===== config.mk =====
export PLATFORM = sky130hd
export DESIGN_NAME = bts_boot_mode_select
export DESIGN_NICKNAME = d
export VERILOG_FILES = /design/src/hw/bts_pkg.sv /design/src/hw/bts_mode_decode.sv /design/src/hw/bts_boot_mode_select.sv
export VERILOG_INCLUDE_DIRS = /design/src /design/src/hw
export SDC_FILE = /design/constraint.sdc
export NUM_CORES = 1
export LEC_CHECK = 0
export BUFFER_PORTS_ARGS = -buffer_cell sky130_fd_sc_hd__buf_2
export CAP_MARGIN = 20
export CORE_AREA = 2 2 39 41
export CTS_BUF_LIST = sky130_fd_sc_hd__clkbuf_2
export CTS_CLUSTER_DIAMETER = 200
export DETAILED_ROUTE_END_ITERATION = 10
export DIE_AREA = 0 0 41 43
export PLACE_DENSITY_LB_ADDON = 0.3
export SLEW_MARGIN = 15
export SYNTH_ARGS = -nofsm -noshare
export SYNTH_HDL_FRONTEND = slang
export SYNTH_SLANG_ARGS = --single-unit

===== constraint.sdc =====
create_clock -name clk_sys_i -period 3.4 [get_ports clk_sys_i]
set_input_delay 0.85 -clock clk_sys_i [delete_from_list [all_inputs] [get_ports clk_sys_i]]
set_output_delay 0.85 -clock clk_sys_i [all_outputs]
set_load 0.01 [all_outputs]

===== src/hw/bts_boot_mode_select_regs.svh =====
// Purpose: Constants for the boot mode selection block
// Assumes: Included by bare name, definitions only
// Notes:   Code order is eprom, link, memory select (msb first)
//
// Overview of operation
// - Eprom select high, link select low: boot from 8-bit EPROM
// - Eprom select low: other two inputs decide
// - Link select high, memory select high: boot through link port
// - Link select low: host boot or none
// - Code 10: drive pin as EPROM select
// - Only bus master drives the select pin
// - Pin input low, other two inputs low: skip boot, run external
// - Pin driven only in EPROM mode
// - Code 001 selects host processor boot
// - Code 011 selects link port boot
// - Code 000 means no boot, external memory
`ifndef BTS_BOOT_MODE_SELECT_REGS_SVH
`define BTS_BOOT_MODE_SELECT_REGS_SVH

// ****************************************
// Configuration code layout
// ****************************************
`define BTS_CODE_W        3
`define BTS_CODE_EPROM    2
`define BTS_CODE_LINK     1
`define BTS_CODE_MEMSEL   0

// ****************************************
// Reset values
// ****************************************
`define BTS_RST_PIN_OUT   1'b1
`define BTS_RST_PIN_OE    1'b0
`define BTS_RST_VALID     1'b0
`define BTS_RST_CODE      3'h0
`define BTS_RST_FETCH     1'b0
`define BTS_RST_RSV       1'b0

`endif


===== src/hw/bts_pkg.sv =====
// Purpose: Types for the boot mode selection block
// Assumes: Nothing
// Notes:   One-hot encodings throughout
package bts_pkg;

  // Decoded boot outcome
  typedef enum logic [4:0] {
    BTS_MODE_NONE     = 5'h01,
    BTS_MODE_HOST     = 5'h02,
    BTS_MODE_LINK     = 5'h04,
    BTS_MODE_EPROM    = 5'h08,
    BTS_MODE_RESERVED = 5'h10
  } bts_mode_e;

  // Capture sequencer states
  typedef enum logic [1:0] {
    BTS_ST_WAIT = 2'h1,
    BTS_ST_HOLD = 2'h2
  } bts_state_e;

endpackage


===== src/hw/bts_mode_decode.sv =====
// Purpose: Decode the three configuration inputs into a boot mode
// Assumes: Inputs already sampled
// Notes:   Purely combinational
`timescale 1ns/1ns
`include "bts_boot_mode_select_regs.svh"

module bts_mode_decode (
  // Configuration code
  input  wire logic [`BTS_CODE_W-1:0] code_i,
  // Decoded mode
  output bts_pkg::bts_mode_e          mode_o
);
  import bts_pkg::*;

  always_comb begin
    if (code_i[`BTS_CODE_EPROM]) begin
      if (code_i[`BTS_CODE_LINK]) begin
        mode_o = BTS_MODE_RESERVED;
      end else begin
        mode_o = BTS_MODE_EPROM;
      end
    end else if (code_i[`BTS_CODE_LINK]) begin
      if (code_i[`BTS_CODE_MEMSEL]) begin
        mode_o = BTS_MODE_LINK;
      end else begin
        mode_o = BTS_MODE_RESERVED;
      end
    end else if (code_i[`BTS_CODE_MEMSEL]) begin
      mode_o = BTS_MODE_HOST;
    end else begin
      mode_o = BTS_MODE_NONE;
    end
  end

endmodule // bts_mode_decode


===== src/hw/bts_boot_mode_select.sv =====
// Purpose: Boot mode capture and boot memory select pin control
// Assumes: Configuration inputs hardwired, synchronous to the clock
// Notes:   Mode is taken on the first edge after reset release
`timescale 1ns/1ns
`include "bts_boot_mode_select_regs.svh"

module bts_boot_mode_select (
  // Clock and reset
  input  wire logic        clk_sys_i,
  input  wire logic        sys_rst_i,
  // Configuration inputs
  input  wire logic        eprom_boot_select_i,
  input  wire logic        link_boot_select_i,
  // Boot memory select pin
  input  wire logic        boot_memory_select_i,
  output logic             boot_memory_select_o,
  output logic             boot_memory_select_oe_o,
  // Core side
  input  wire logic        bus_master_i,
  input  wire logic        boot_cs_req_i,
  // Status
  output bts_pkg::bts_mode_e boot_mode_o,
  output logic             mode_valid_o,
  output logic             fetch_external_o,
  output logic             cfg_reserved_o
);
  import bts_pkg::*;

  // ****************************************
  // Declarations
  // ****************************************
  bts_state_e              state;
  bts_state_e              next_state;
  bts_mode_e               dec_mode;
  bts_mode_e               next_boot_mode;
  logic                    next_mode_valid;
  logic                    next_fetch_external;
  logic                    next_cfg_reserved;
  logic                    next_pin_out;
  logic                    next_pin_oe;
  logic [`BTS_CODE_W-1:0]  code_now;
  logic [`BTS_CODE_W-1:0]  cap_code;
  logic [`BTS_CODE_W-1:0]  next_cap_code;

  assign code_now = {eprom_boot_select_i, link_boot_select_i,
                     boot_memory_select_i};

  // ****************************************
  // Mode decode
  // ****************************************
  bts_mode_decode u_decode (
    .code_i (code_now),
    .mode_o (dec_mode)
  );

  // ****************************************
  // Capture sequencer
  // ****************************************
  always_comb begin
    next_state          = state;
    next_boot_mode      = boot_mode_o;
    next_mode_valid     = mode_valid_o;
    next_fetch_external = fetch_external_o;
    next_cfg_reserved   = cfg_reserved_o;
    next_cap_code       = cap_code;
    case (state)
      BTS_ST_WAIT: begin
        next_state          = BTS_ST_HOLD;
        next_boot_mode      = dec_mode;
        next_mode_valid     = 1'b1;
        next_cap_code       = code_now;
        next_fetch_external = (dec_mode == BTS_MODE_NONE);
        next_cfg_reserved   = (dec_mode == BTS_MODE_RESERVED);
      end
      BTS_ST_HOLD: begin
        next_state = BTS_ST_HOLD;
      end
      default: begin
        next_state      = BTS_ST_WAIT;
        next_mode_valid = 1'b0;
      end
    endcase
  end

  always_ff @(posedge clk_sys_i or posedge sys_rst_i) begin
    if (sys_rst_i) begin
      state            <= BTS_ST_WAIT;
      boot_mode_o      <= BTS_MODE_NONE;
      mode_valid_o     <= `BTS_RST_VALID;
      fetch_external_o <= `BTS_RST_FETCH;
      cfg_reserved_o   <= `BTS_RST_RSV;
      cap_code         <= `BTS_RST_CODE;
    end else begin
      state            <= next_state;
      boot_mode_o      <= next_boot_mode;
      mode_valid_o     <= next_mode_valid;
      fetch_external_o <= next_fetch_external;
      cfg_reserved_o   <= next_cfg_reserved;
      cap_code         <= next_cap_code;
    end
  end

  // ****************************************
  // Boot memory select pin
  // ****************************************
  // Outside EPROM mode the pin is only a configuration input
  always_comb begin
    next_pin_oe  = `BTS_RST_PIN_OE;
    next_pin_out = `BTS_RST_PIN_OUT;
    if (mode_valid_o && (boot_mode_o == BTS_MODE_EPROM)) begin
      next_pin_oe  = bus_master_i;
      next_pin_out = ~(bus_master_i & boot_cs_req_i);
    end
  end

  always_ff @(posedge clk_sys_i or posedge sys_rst_i) begin
    if (sys_rst_i) begin
      boot_memory_select_oe_o <= `BTS_RST_PIN_OE;
      boot_memory_select_o    <= `BTS_RST_PIN_OUT;
    end else begin
      boot_memory_select_oe_o <= next_pin_oe;
      boot_memory_select_o    <= next_pin_out;
    end
  end
endmodule // bts_boot_mode_select


Word-level counts from Yosys, hierarchy flattened. Index checks and enable logic that the tools add are counted.

Bits in registers: 12. Bits of input ports: 7. Output and inout bits: 10. Word-level logic and storage cells: 25.

Equality and inequality tests: 5. Multiplexer cells: 9. Bitwise gates (word level): 2. Reduce and logical (&&, ||, !) cells: 2.

Operators by type and width (count): $mux W5 (4); $eq A5 B1 Y1 const B (1); $eq A5 B4 Y1 const B (1); $eq A5 B5 Y1 const B (1); $mux W2 (2); $eq A2 B1 Y1 const B (1); $eq A2 B2 Y1 const B (1); $mux W1 (2); $pmux W1 S2 (1); $reduce_or A2 Y1 (1); $and A1 B1 Y1 (1); $logic_and A1 B1 Y1 (1); $not A1 Y1 (1).

Depth between registers and ports, before layout. Gate-level depths: netlist of run 1.

Word-level depth: 4. Gate-level depth with buffers: 5. Mapped depth without buffers: 4.

Modules after synthesis. From an unflattened synthesis of run 1, not the netlist that was laid out.

Cells, all modules: 43. Area total of the unflattened synthesis: 540.5 um^2.

By module, submodules not included: bts_boot_mode_select (times used 1, cells an instance 36, area an instance 493.0 um^2, seq. area each 304.0 um^2); bts_mode_decode (times used 1, cells an instance 7, area an instance 47.5 um^2, seq. area each 0.0 um^2).

Worst setup path after synthesis of run 1. OpenSTA, ideal clock, no wires.

Kind: input to register. Start point: input port link_boot_select_i. End point: register boot_mode_o[0]. Setup time: 79 ps. Arrival: 1445 ps. Required time: 3321 ps. Slack: 1877 ps. Stages: 2. Buffers on the path: 0. Path through: or4b_1 > o21ai_0.

Cells in the longest elaborated chain, start to end: 2.

Ends and longest elaborated chain: from (decl) (RTL line bts_boot_mode_select.sv:13) `input wire logic link_boot_select_i,`; $mux W5 (RTL line bts_mode_decode.sv:22) `` end else if (code_i[`BTS_CODE_LINK]) begin ``; $mux W5 (RTL line bts_mode_decode.sv:16) `` if (code_i[`BTS_CODE_EPROM]) begin ``; to (signal assigned) (RTL line bts_boot_mode_select.sv:95) `boot_mode_o <= next_boot_mode;`; to (decl) (RTL line bts_boot_mode_select.sv:22) `output bts_pkg::bts_mode_e boot_mode_o,`.

Every way passes these cells. A chain may end at the register's enable or synchronous reset.

Worst setup path after layout of run 1.
Start point: register boot_mode_o[0]. End point: output port boot_mode_o[0].

No word-level cell between the ends.

==> key figures, run 1 <==
Outcome
  • Status: complete, no violations

Worst setup path
  • Crit path DAT: 0.97 ns
  • Max stage delay on crit path: 0.57 ns
  • Worst path slowest cell: dfstp_2
  • Crit path launch type: flip-flop
  • Crit path buf inv count: 1
  • Worst Path Class, Setup: flip-flop to output port
  • CP top delay family: flip-flops
  • Critical Path Sink Type: output port
  • Crit Path Max Fanout: 4
  • Cells along the critical path: buf_2
  • Critical Path RT: 2.55 ns

Clocking
  • TritonCTS clock tree: yes
  • Post-CTS Setup Inserts: 0
  • CTS H-tree depth: 1
  • Clock Sinks: 12
  • Worst skew pair latency: 0.26 ns
  • CTS resizes: 0
  • CTS hold repair buffers: 0
  • Worst-path clk slew: 0.12 ns
  • CTS Buffer Depth: 2
  • TritonCTS buffer count: 3
  • CTS root buf: clkbuf_2

Pwr
  • Sw Ratio: 25.1%
  • Total power: 0.244 mW
  • Sequential power share: 61.9%
  • Worst VDD drop: 0.158 mV
  • Comb pwr share: 8.5%
  • Lkg Pwr: 0.305 nW
  • Power per Cell Area: 399 nW/µm²
  • Clock Power Share: 29.6%
  • Int Pwr: 0.183 mW
  • Switching power total: 0.0610 mW

Global routing
  • Grt ovf: 0
  • Gr usage total: 12.6%
  • Initial antenna violation count: 0
  • First-pass GRT wire length: 1440 µm
  • Largest net degree at the start of global routing: 13
  • Vias in the first global route: 323

Synth
  • Syn avg cell area: 11.6 µm²
  • Synth unique cells: 17
  • Total nets after synthesis: 52
  • Synth Instances: 43
  • Count leader, synth: inv_1
  • Sequential fraction of the synthesis area: 60.9%
  • Top cell type's share of synthesized area: 45.1%
  • Commonest cells post-synth: 11 x inv_1, 9 x dfrtp_1, 3 x dfstp_2, 3 x o21ai_0
  • Synth area leaders: dfrtp_1 45%, dfstp_2 16%, inv_1 8.3%
  • Synth warn: 0
  • Primary FF master, synth: dfrtp_1
  • Leading area contributor after synthesis: dfrtp_1
  • Seq cells post-synth: 12
  • Post-synthesis cell area: 499 µm²
  • FFs w/ async S/R, synth: 100%
  • Number of synthesized flops with an enable pin: 0

Detailed routing
  • Via count: 353
  • WL per Instance: 10.7 µm
  • DRT Pass-1 Iters: 4
  • Drc violations: 0
  • Routed Antenna Nets: 0
  • Final wirelength: 835 µm
  • Vias per inst: 4.53
  • First DRT Iteration DRCs: 8

Floorplan
  • Cell Rows: 14
  • Die X: 41 µm
  • Starting Density: 36.1%
  • Num ports: 17
  • Core area: 1380 µm²
  • Die height: 43 µm
  • Die area: 1760 µm²

STA
  • Final Setup Violations: 0
  • Fmax: 0.550 GHz
  • Fin. max-slew vios: 0
  • Worst-Margin Slew: 0.429 ns
  • Rel. slew slack: 71.4%
  • Setup Total Neg Slack: 0 ns
  • Fin crit share: 53.5%
  • Tmin final: 1.82 ns
  • Clock Skew: 0.0121 ns
  • Unrepaired setup endpoints after global routing: false
  • Hold Fails Final Rpt: 0

Placement
  • Gpl congestion: 0.672
  • Port Buffers: 16
  • Post-DP HPWL: 635 µm

Final layout
  • Final net count: 72
  • Share of cells above drive strength 1: 38.7%
  • Number of diodes: 0
  • Synth-to-Final Area Change: 22.3%

Job
  • Max_cap viols: 0

Min path
  • Worst Hold Class: flip-flop to flip-flop
## per-layer routing
| metal | vias to the layer above | global-route usage (%) | part of all wire (%) |
|---|---|---|---|
| li1 | 180 | - | - |
| met4 | 0 | 6.00 | 1.2 |
| met2 | 14 | 14.7 | 44 |
| met1 | 157 | 19.8 | 47 |
| met5 | - | 0 | 0 |
| met3 | 2 | 4.71 | 7.9 |
## worst paths after layout
path	startpoint	end	slack, ns	cells after the start
worst min-delay path	boot_mode_o[2]$_DFFE_PP0P_	boot_memory_select_oe_o$_DFF_PP0_	0.46	1
worst max register to register	state[0]$_DFF_PP1_	boot_mode_o[0]$_DFFE_PP1P_	1.88	3
worst max-delay path	boot_mode_o[0]$_DFFE_PP1P_	boot_mode_o[0]	1.58	1
worst min register to register	boot_mode_o[2]$_DFFE_PP0P_	boot_memory_select_oe_o$_DFF_PP0_	0.46	1
min in group asynchronous	sys_rst_i	fetch_external_o$_DFFE_PP0P_	0.55	2
max in group asynchronous	sys_rst_i	state[0]$_DFF_PP1_	2.51	2
## cell type report
type	instances	area (µm²)
fill	143	773
sequential	12	304
multi-input combinational	19	146
timing repair buffer	16	80.1
inverter	11	41.3
tap	16	20.0
clock buffer	3	15.0
clock inverter	1	3.75
## state kept, by name, summed over array words and instances, names as in the netlist
register                 count
state                        2
fetch_external_o             1
cfg_reserved_o               1
mode_valid_o                 1
boot_memory_select_oe_o      1
boot_memory_select_o         1
boot_mode_o                  5
## kinds of logic after synthesis
family	after synthesis	share of synthesized area, %
buffers and inverters	12	9.78
DFF	12	60.9
and+or+nand+nor	9	12.5
AOI/OAI and AO/OA	6	7.27
muxes	2	4.51
adders and majority gates	2	5.01
## cell usage in the layout (no fill, tap or decap), types with 2 or more instances in the layout
| master | count |
|---|---|
| buf_2 | 16 |
| inv_1 | 11 |
| dfrtp_1 | 9 |
| o21ai_0 | 3 |
| dfstp_2 | 3 |
| clkbuf_2 | 3 |
| mux2_2 | 2 |
| nand4b_1 | 2 |
| o22ai_1 | 2 |
| ha_1 | 2 |
## power by group through the flow
stage	Clock, mW	Combinational, mW	Sequential, mW
after CTS	0.0754	0.0212	0.151
after global placement	0	0.0210	0.153
after detailed placement	0	0.0211	0.154
final	0.0721	0.0206	0.151
after floorplan	0	0.00796	0.155
after global routing	0.0856	0.0233	0.152
## metrics by stage
step / instances / area (µm²) / worst slack, ns / util [%] / hold WS [ns]
after global routing: 78 / 611 / 1.54 / 44.1 / 0.472
final: 78 / 611 / 1.58 / 44.1 / 0.463
after CTS: 78 / 611 / 1.56 / 44.1 / 0.462
after floorplan: 43 / 499 / 1.88 / - / 0.487
after detailed placement: 74 / 592 / 1.73 / 42.8 / 0.444
after global placement: 74 / 592 / 1.74 / 42.8 / 0.441
Power figures use the tool's default switching activity.
==> run 2, diff against run 1 <==
==> constraint.sdc (replaced) <==
create_clock -name clk_sys_i -period 1.8 [get_ports clk_sys_i]
set_input_delay 0.45 -clock clk_sys_i [delete_from_list [all_inputs] [get_ports clk_sys_i]]
set_output_delay 0.45 -clock clk_sys_i [all_outputs]
set_load 0.01 [all_outputs]
==> key figures, run 2 (same netlist as run 1, synthesis figures left out) <==
Detailed routing
  • Met3 WL post-DR: 50 µm (-24%)
  • WL per Instance: 11.4 µm (+6.3%)
  • Final wirelength: 899 µm (+7.7%)
  • Drc violations: 0 (unchanged)
  • Vias per inst: 4.71 (+4.0%)
  • First DRT Iteration DRCs: 3 (-5)
  • Uppermost layer routed: met4
  • Routed wl met2: 435 µm (+19%)
  • Met1 Routed Length: 403 µm (+3.1%)
  • DRT Pass-1 Iters: 4 (unchanged)
  • Via count: 372 (+5.4%)
  • Routed Antenna Nets: 0 (unchanged)

STA
  • Tmin final: 1.41 ns
  • Hold Fails Final Rpt: 0 (unchanged)
  • Fmax: 0.708 GHz
  • Fin crit share: 78.5%
  • Final Setup Violations: 0 (unchanged)
  • Rel. slew slack: 70.1% (-1.3 points)
  • Fin. max-slew vios: 0 (unchanged)
  • Clock Skew: 0.00178 ns (-0.0103 ns)
  • Setup Total Neg Slack: 0 ns (unchanged)
  • Unrepaired setup endpoints after global routing: false
  • Worst-Margin Slew: 0.448 ns (+0.0194 ns)

Worst setup path
  • Max stage delay on crit path: 0.55 ns (-0.02 ns)
  • Crit path launch type: flip-flop
  • Crit path DAT: 1.61 ns (+0.64 ns)
  • Critical Path Sink Type: flip-flop
  • Crit Path Max Fanout: 6 (+2)
  • Worst Path Class, Setup: flip-flop to flip-flop
  • Critical Path RT: 2.00 ns (-0.55 ns)
  • Worst path slowest cell: dfstp_2
  • Cells along the critical path: ha_1 -> or4b_1 -> o21ai_0

Final layout
  • Most flops, register: boot_mode_o
  • Max FFs per register: 5 (unchanged)
  • Biggest regs: boot_mode_o x5, state x2
  • Multi-input logic area: 146 µm² (unchanged)
  • Synth-to-Final Area Change: 24.1%
  • Number of diodes: 0 (unchanged)
  • Commonest cells after routing, fill and taps aside: 16 x buf_2, 11 x inv_1, 9 x dfrtp_1
  • Commonest non-fill, non-tap cell in the layout: buf_2
  • FF/Latch Area: 304 µm² (unchanged)
  • FILL cells: 145 (+1.4%)
  • Final net count: 73 (+1.4%)
  • Share of cells above drive strength 1: 41.3% (+2.6 points)

Clocking
  • CTS H-tree depth: 1 (unchanged)
  • TritonCTS clock tree: yes
  • CTS resizes: 0 (unchanged)
  • Worst skew pair latency: 0.26 ns (about the same)
  • Worst-path clk slew: 0.11 ns (about the same)
  • CTS Buffer Depth: 2 (unchanged)
  • TritonCTS buffer count: 3 (unchanged)
  • Clock Sinks: 12 (unchanged)
  • Post-CTS Setup Inserts: 0 (unchanged)
  • CTS hold repair buffers: 0 (unchanged)
  • CTS root buf: clkbuf_2

Global routing
  • Initial antenna violation count: 0 (unchanged)
  • Largest net degree at the start of global routing: 13 (unchanged)
  • Vias in the first global route: 371 (+15%)
  • Grt ovf: 0 (unchanged)
  • First-pass GRT wire length: 1520 µm (+5.7%)
  • Gr usage total: 13.5% (+0.97 points)

Placement
  • Port Buffers: 16 (unchanged)
  • Gpl congestion: 0.674 (+0.27%)
  • Post-DP HPWL: 671 µm (+5.8%)

Floorplan
  • Die X: 41 µm (unchanged)
  • Die area: 1760 µm² (unchanged)
  • Starting Density: 36.1% (unchanged)
  • Core area: 1380 µm² (unchanged)
  • Num ports: 17 (unchanged)
  • Die height: 43 µm (unchanged)
  • Cell Rows: 14 (unchanged)

Outcome
  • Status: complete, no violations

Pwr
  • Power per Cell Area: 761 nW/µm² (+91%)
  • Lkg Pwr: 0.313 nW (+2.6%)
  • Total power: 0.471 mW (+93%)
  • Worst VDD drop: 0.301 mV (+90%)

Min path
  • Worst Hold Class: primary input to asynchronous set/reset pin

Job
  • Max_cap viols: 0 (unchanged)
-- run 2: cell count changes in the layout (fill, tap and decap cells not counted) --
cell / before / now
buf_4: 0 / 1
clkbuf_2: 3 / 4
clkinv_1: 1 / 0
-- run 2: per-layer routing --
layer	vias up	track usage, %
li1	180	-
met1	181	16.5
met2	9	18.8
met3	2	3.14
met4	0	12.0
met5	-	0
-- run 2: layout make-up --
cell class / count / area share, %
Timing Repair Buffer: 17 / 14.1
Clock buffer: 4 / 3.23
Inverter: 11 / 6.67
Multi-Input combinational cell: 19 / 23.6
Tap cell: 16 / 3.23
Sequential cell: 12 / 49.1
-- run 2: critical path: cells and delay by family, from the launching register on --
family | cells | cell delay, ns
compound gates | 1 | 0.09
fa+ha+maj | 1 | 0.23
flops | 1 | 0.55
simple gates | 1 | 0.47
-- run 2: report_power, final --
group / total (mW) / switching [mW] / internal [mW]
clock network: 0.147 / 0.0881 / 0.0590
logic: 0.0394 / 0.0221 / 0.0173
registers: 0.285 / 0.00547 / 0.279
-- run 2: metrics by stage --
| stage | setup WS (ns) | std cells | util (%) | instance area [µm²] | hold slack (ns) |
|---|---|---|---|---|---|
| CTS | 0.361 | 79 | 44.8 | 619 | 0.165 |
| finish | 0.387 | 79 | 44.8 | 619 | 0.165 |
| global placement | 0.457 | 75 | 43.3 | 599 | 0.450 |
| detailed placement | 0.412 | 75 | 43.3 | 599 | 0.459 |
| global route | 0.331 | 79 | 44.8 | 619 | 0.196 |
| floorplan | 0.557 | 43 | - | 499 | 0.313 |
-- run 2: path summary, 6_finish.rpt --
path,startpoint,to,slack [ns],depth (start not counted)
worst max register to register,state[0]$_DFF_PP1_,boot_mode_o[0]$_DFFE_PP1P_,0.39,3
max in group asynchronous,sys_rst_i,boot_mode_o[0]$_DFFE_PP1P_,1.30,2
worst min-delay path,sys_rst_i,mode_valid_o$_DFFE_PP0P_,0.17,2
min in group clk_sys_i,boot_cs_req_i,boot_memory_select_o$_DFF_PP1_,0.35,2
worst max-delay path,state[0]$_DFF_PP1_,boot_mode_o[0]$_DFFE_PP1P_,0.39,3
worst min register to register,boot_mode_o[2]$_DFFE_PP0P_,boot_memory_select_oe_o$_DFF_PP0_,0.47,1
==> run 3, diff against run 2 <==
==> constraint.sdc (replaced) <==
create_clock -name clk_sys_i -period 1.4 [get_ports clk_sys_i]
set_input_delay 0.35 -clock clk_sys_i [delete_from_list [all_inputs] [get_ports clk_sys_i]]
set_output_delay 0.35 -clock clk_sys_i [all_outputs]
set_load 0.01 [all_outputs]
==> key figures, run 3 (same netlist as run 1, synthesis figures left out) <==
Detailed routing
  • WL per Instance: 10.7 µm (-5.9%)
  • Vias per inst: 4.91 (+4.3%)
  • Drc violations: 0 (unchanged)
  • Final wirelength: 857 µm (-4.7%)
  • First DRT Iteration DRCs: 1 (-2)
  • Routed Antenna Nets: 0 (unchanged)
  • DRT Pass-1 Iters: 2 (-2)
  • Via count: 393 (+5.6%)

Final layout
  • Commonest non-fill, non-tap cell in the layout: buf_2
  • Commonest cells after routing, fill and taps aside: 16 x buf_2, 11 x inv_1, 9 x dfrtp_1
  • Share of cells above drive strength 1: 45.3% (+4.0 points)
  • Final net count: 74 (+1.4%)
  • Number of diodes: 0 (unchanged)
  • Most flops, register: boot_mode_o
  • Synth-to-Final Area Change: 28.8%
  • Max FFs per register: 5 (unchanged)
  • Biggest regs: boot_mode_o x5, state x2
  • Final std cells w/o fill: 80 (+1.3%)
  • FILL cells: 150 (+3.4%)

STA
  • Unrepaired setup endpoints after global routing: false
  • Setup WS post-layout: 0.0531 ns (-0.334 ns)
  • Final Setup Violations: 0 (unchanged)
  • Clock Skew: 0.00687 ns (+0.00509 ns)
  • Hold Fails Final Rpt: 0 (unchanged)
  • Tmin final: 1.35 ns (-0.0665 ns)
  • Worst-Margin Slew: 0.437 ns (-0.0114 ns)
  • Fin crit share: 96.2% (+18 points)
  • Setup Total Neg Slack: 0 ns (unchanged)
  • Rel. slew slack: 70.9% (+0.76 points)
  • Fin. max-slew vios: 0 (unchanged)
  • Fmax: 0.742 GHz (+4.9%)

Placement
  • Post-DP HPWL: 674 µm (+0.34%)
  • Gpl congestion: 0.683 (+1.3%)
  • Post-Place Cells: 76 (+1.3%)
  • Worst slack, placed: 0.0601 ns (-0.352 ns)
  • Port Buffers: 16 (unchanged)

Pwr
  • Power per Cell Area: 939 nW/µm² (+23%)
  • Lkg Pwr: 0.318 nW (+1.3%)
  • Worst VDD drop: 0.554 mV (+84%)

Clocking
  • Worst skew pair latency: 0.25 ns (about the same)
  • CTS root buf: clkbuf_2
  • TritonCTS clock tree: yes
  • CTS resizes: 0 (unchanged)
  • CTS Buffer Depth: 2 (unchanged)
  • TritonCTS buffer count: 3 (unchanged)
  • Clock Sinks: 12 (unchanged)
  • CTS H-tree depth: 1 (unchanged)
  • CTS hold repair buffers: 0 (unchanged)
  • Worst-path clk slew: 0.12 ns (about the same)
  • Post-CTS Setup Inserts: 0 (unchanged)

Floorplan
  • Core area: 1380 µm² (unchanged)
  • Die height: 43 µm (unchanged)
  • Num ports: 17 (unchanged)
  • Die X: 41 µm (unchanged)
  • Die area: 1760 µm² (unchanged)
  • Cell Rows: 14 (unchanged)
  • Starting Density: 36.1% (unchanged)

Global routing
  • Largest net degree at the start of global routing: 13 (unchanged)
  • First-pass GRT wire length: 1390 µm (-9.1%)
  • Vias in the first global route: 347 (-6.5%)
  • Initial antenna violation count: 0 (unchanged)
  • Gr usage total: 12.0% (-1.5 points)
  • Grt ovf: 0 (unchanged)

Worst setup path
  • Flop-to-flop setup slack: 0.05 ns (-0.33 ns)
  • Worst Path Class, Setup: flip-flop to flip-flop
  • Reg2Reg Launch Point: state[0]$_DFF_PP1_
  • Critical Path Sink Type: flip-flop
  • Crit Path Max Fanout: 5 (-1)
  • Setup crit start: state[0]$_DFF_PP1_
  • RR Endpoint: fetch_external_o$_DFFE_PP0P_
  • Crit path DAT: 1.52 ns (-0.09 ns)
  • Critical Path RT: 1.58 ns (-0.42 ns)
  • Worst r2r path cells: 3 (unchanged)
  • Crit path launch type: flip-flop

Min path
  • Worst Hold Class: primary input to asynchronous set/reset pin

Outcome
  • Status: complete, no violations

Job
  • Max_cap viols: 0 (unchanged)
[run 3: changes by cell type in the layout (fill, tap and decap cells not counted), sizes merged]
cell	previous run	this run
buf	17	18
[run 3: per-layer routing]
metal	part of all wire (%)	global-route usage, %	wire (µm)
met2	51	17.2	440
met1	43	15.2	370
met3	5.4	4.71	46
met4	0	6.00	0
met5	0	0	0
[run 3: how the worst max path moves through the flow]
stage | end | slack, ns | cells after the start
floorplan | boot_mode_o[0]$_DFFE_PP1P_ | 0.16 | 3
global placement | fetch_external_o$_DFFE_PP0P_ | 0.08 | 3
detailed placement | boot_mode_o[0]$_DFFE_PP1P_ | 0.06 | 3
CTS | boot_mode_o[0]$_DFFE_PP1P_ | 0.02 | 3
global route | fetch_external_o$_DFFE_PP0P_ | 0.02 | 3
finish | fetch_external_o$_DFFE_PP0P_ | 0.05 | 3
[run 3: through the flow]
step	util [%]	hold slack [ns]	total power, mW	area (µm²)
global placement	43.9	0.372	0.424	607
global route	46.5	0.0898	0.640	643
floorplan	-	0.213	0.397	499
detailed placement	43.9	0.377	0.424	607
CTS	45.3	0.0739	0.615	627
finish	46.5	0.0654	0.604	643
[run 3: layout make-up]
cell class / instances / area (µm²) / share of cell area [%]
tap: 16 / 20.0 / 3.11
clock buffer: 4 / 20.0 / 3.11
multi-input combinational: 19 / 163 / 25.3
timing repair buffer: 18 / 95.1 / 14.8
inverter: 11 / 41.3 / 6.42
sequential: 12 / 304 / 47.3
[run 3: worst max-delay path: stages, from the launching register on]
cell     delay [ns]
dfstp_2        0.58
ha_4           0.15
or4b_4         0.46
o21ai_0        0.09
[run 3: power by group]
| part | switching [mW] | internal (mW) | total (mW) |
|---|---|---|---|
| sequential | 0.00679 | 0.359 | 0.366 |
| clock | 0.111 | 0.0758 | 0.187 |
| combinational | 0.0287 | 0.0223 | 0.0509 |
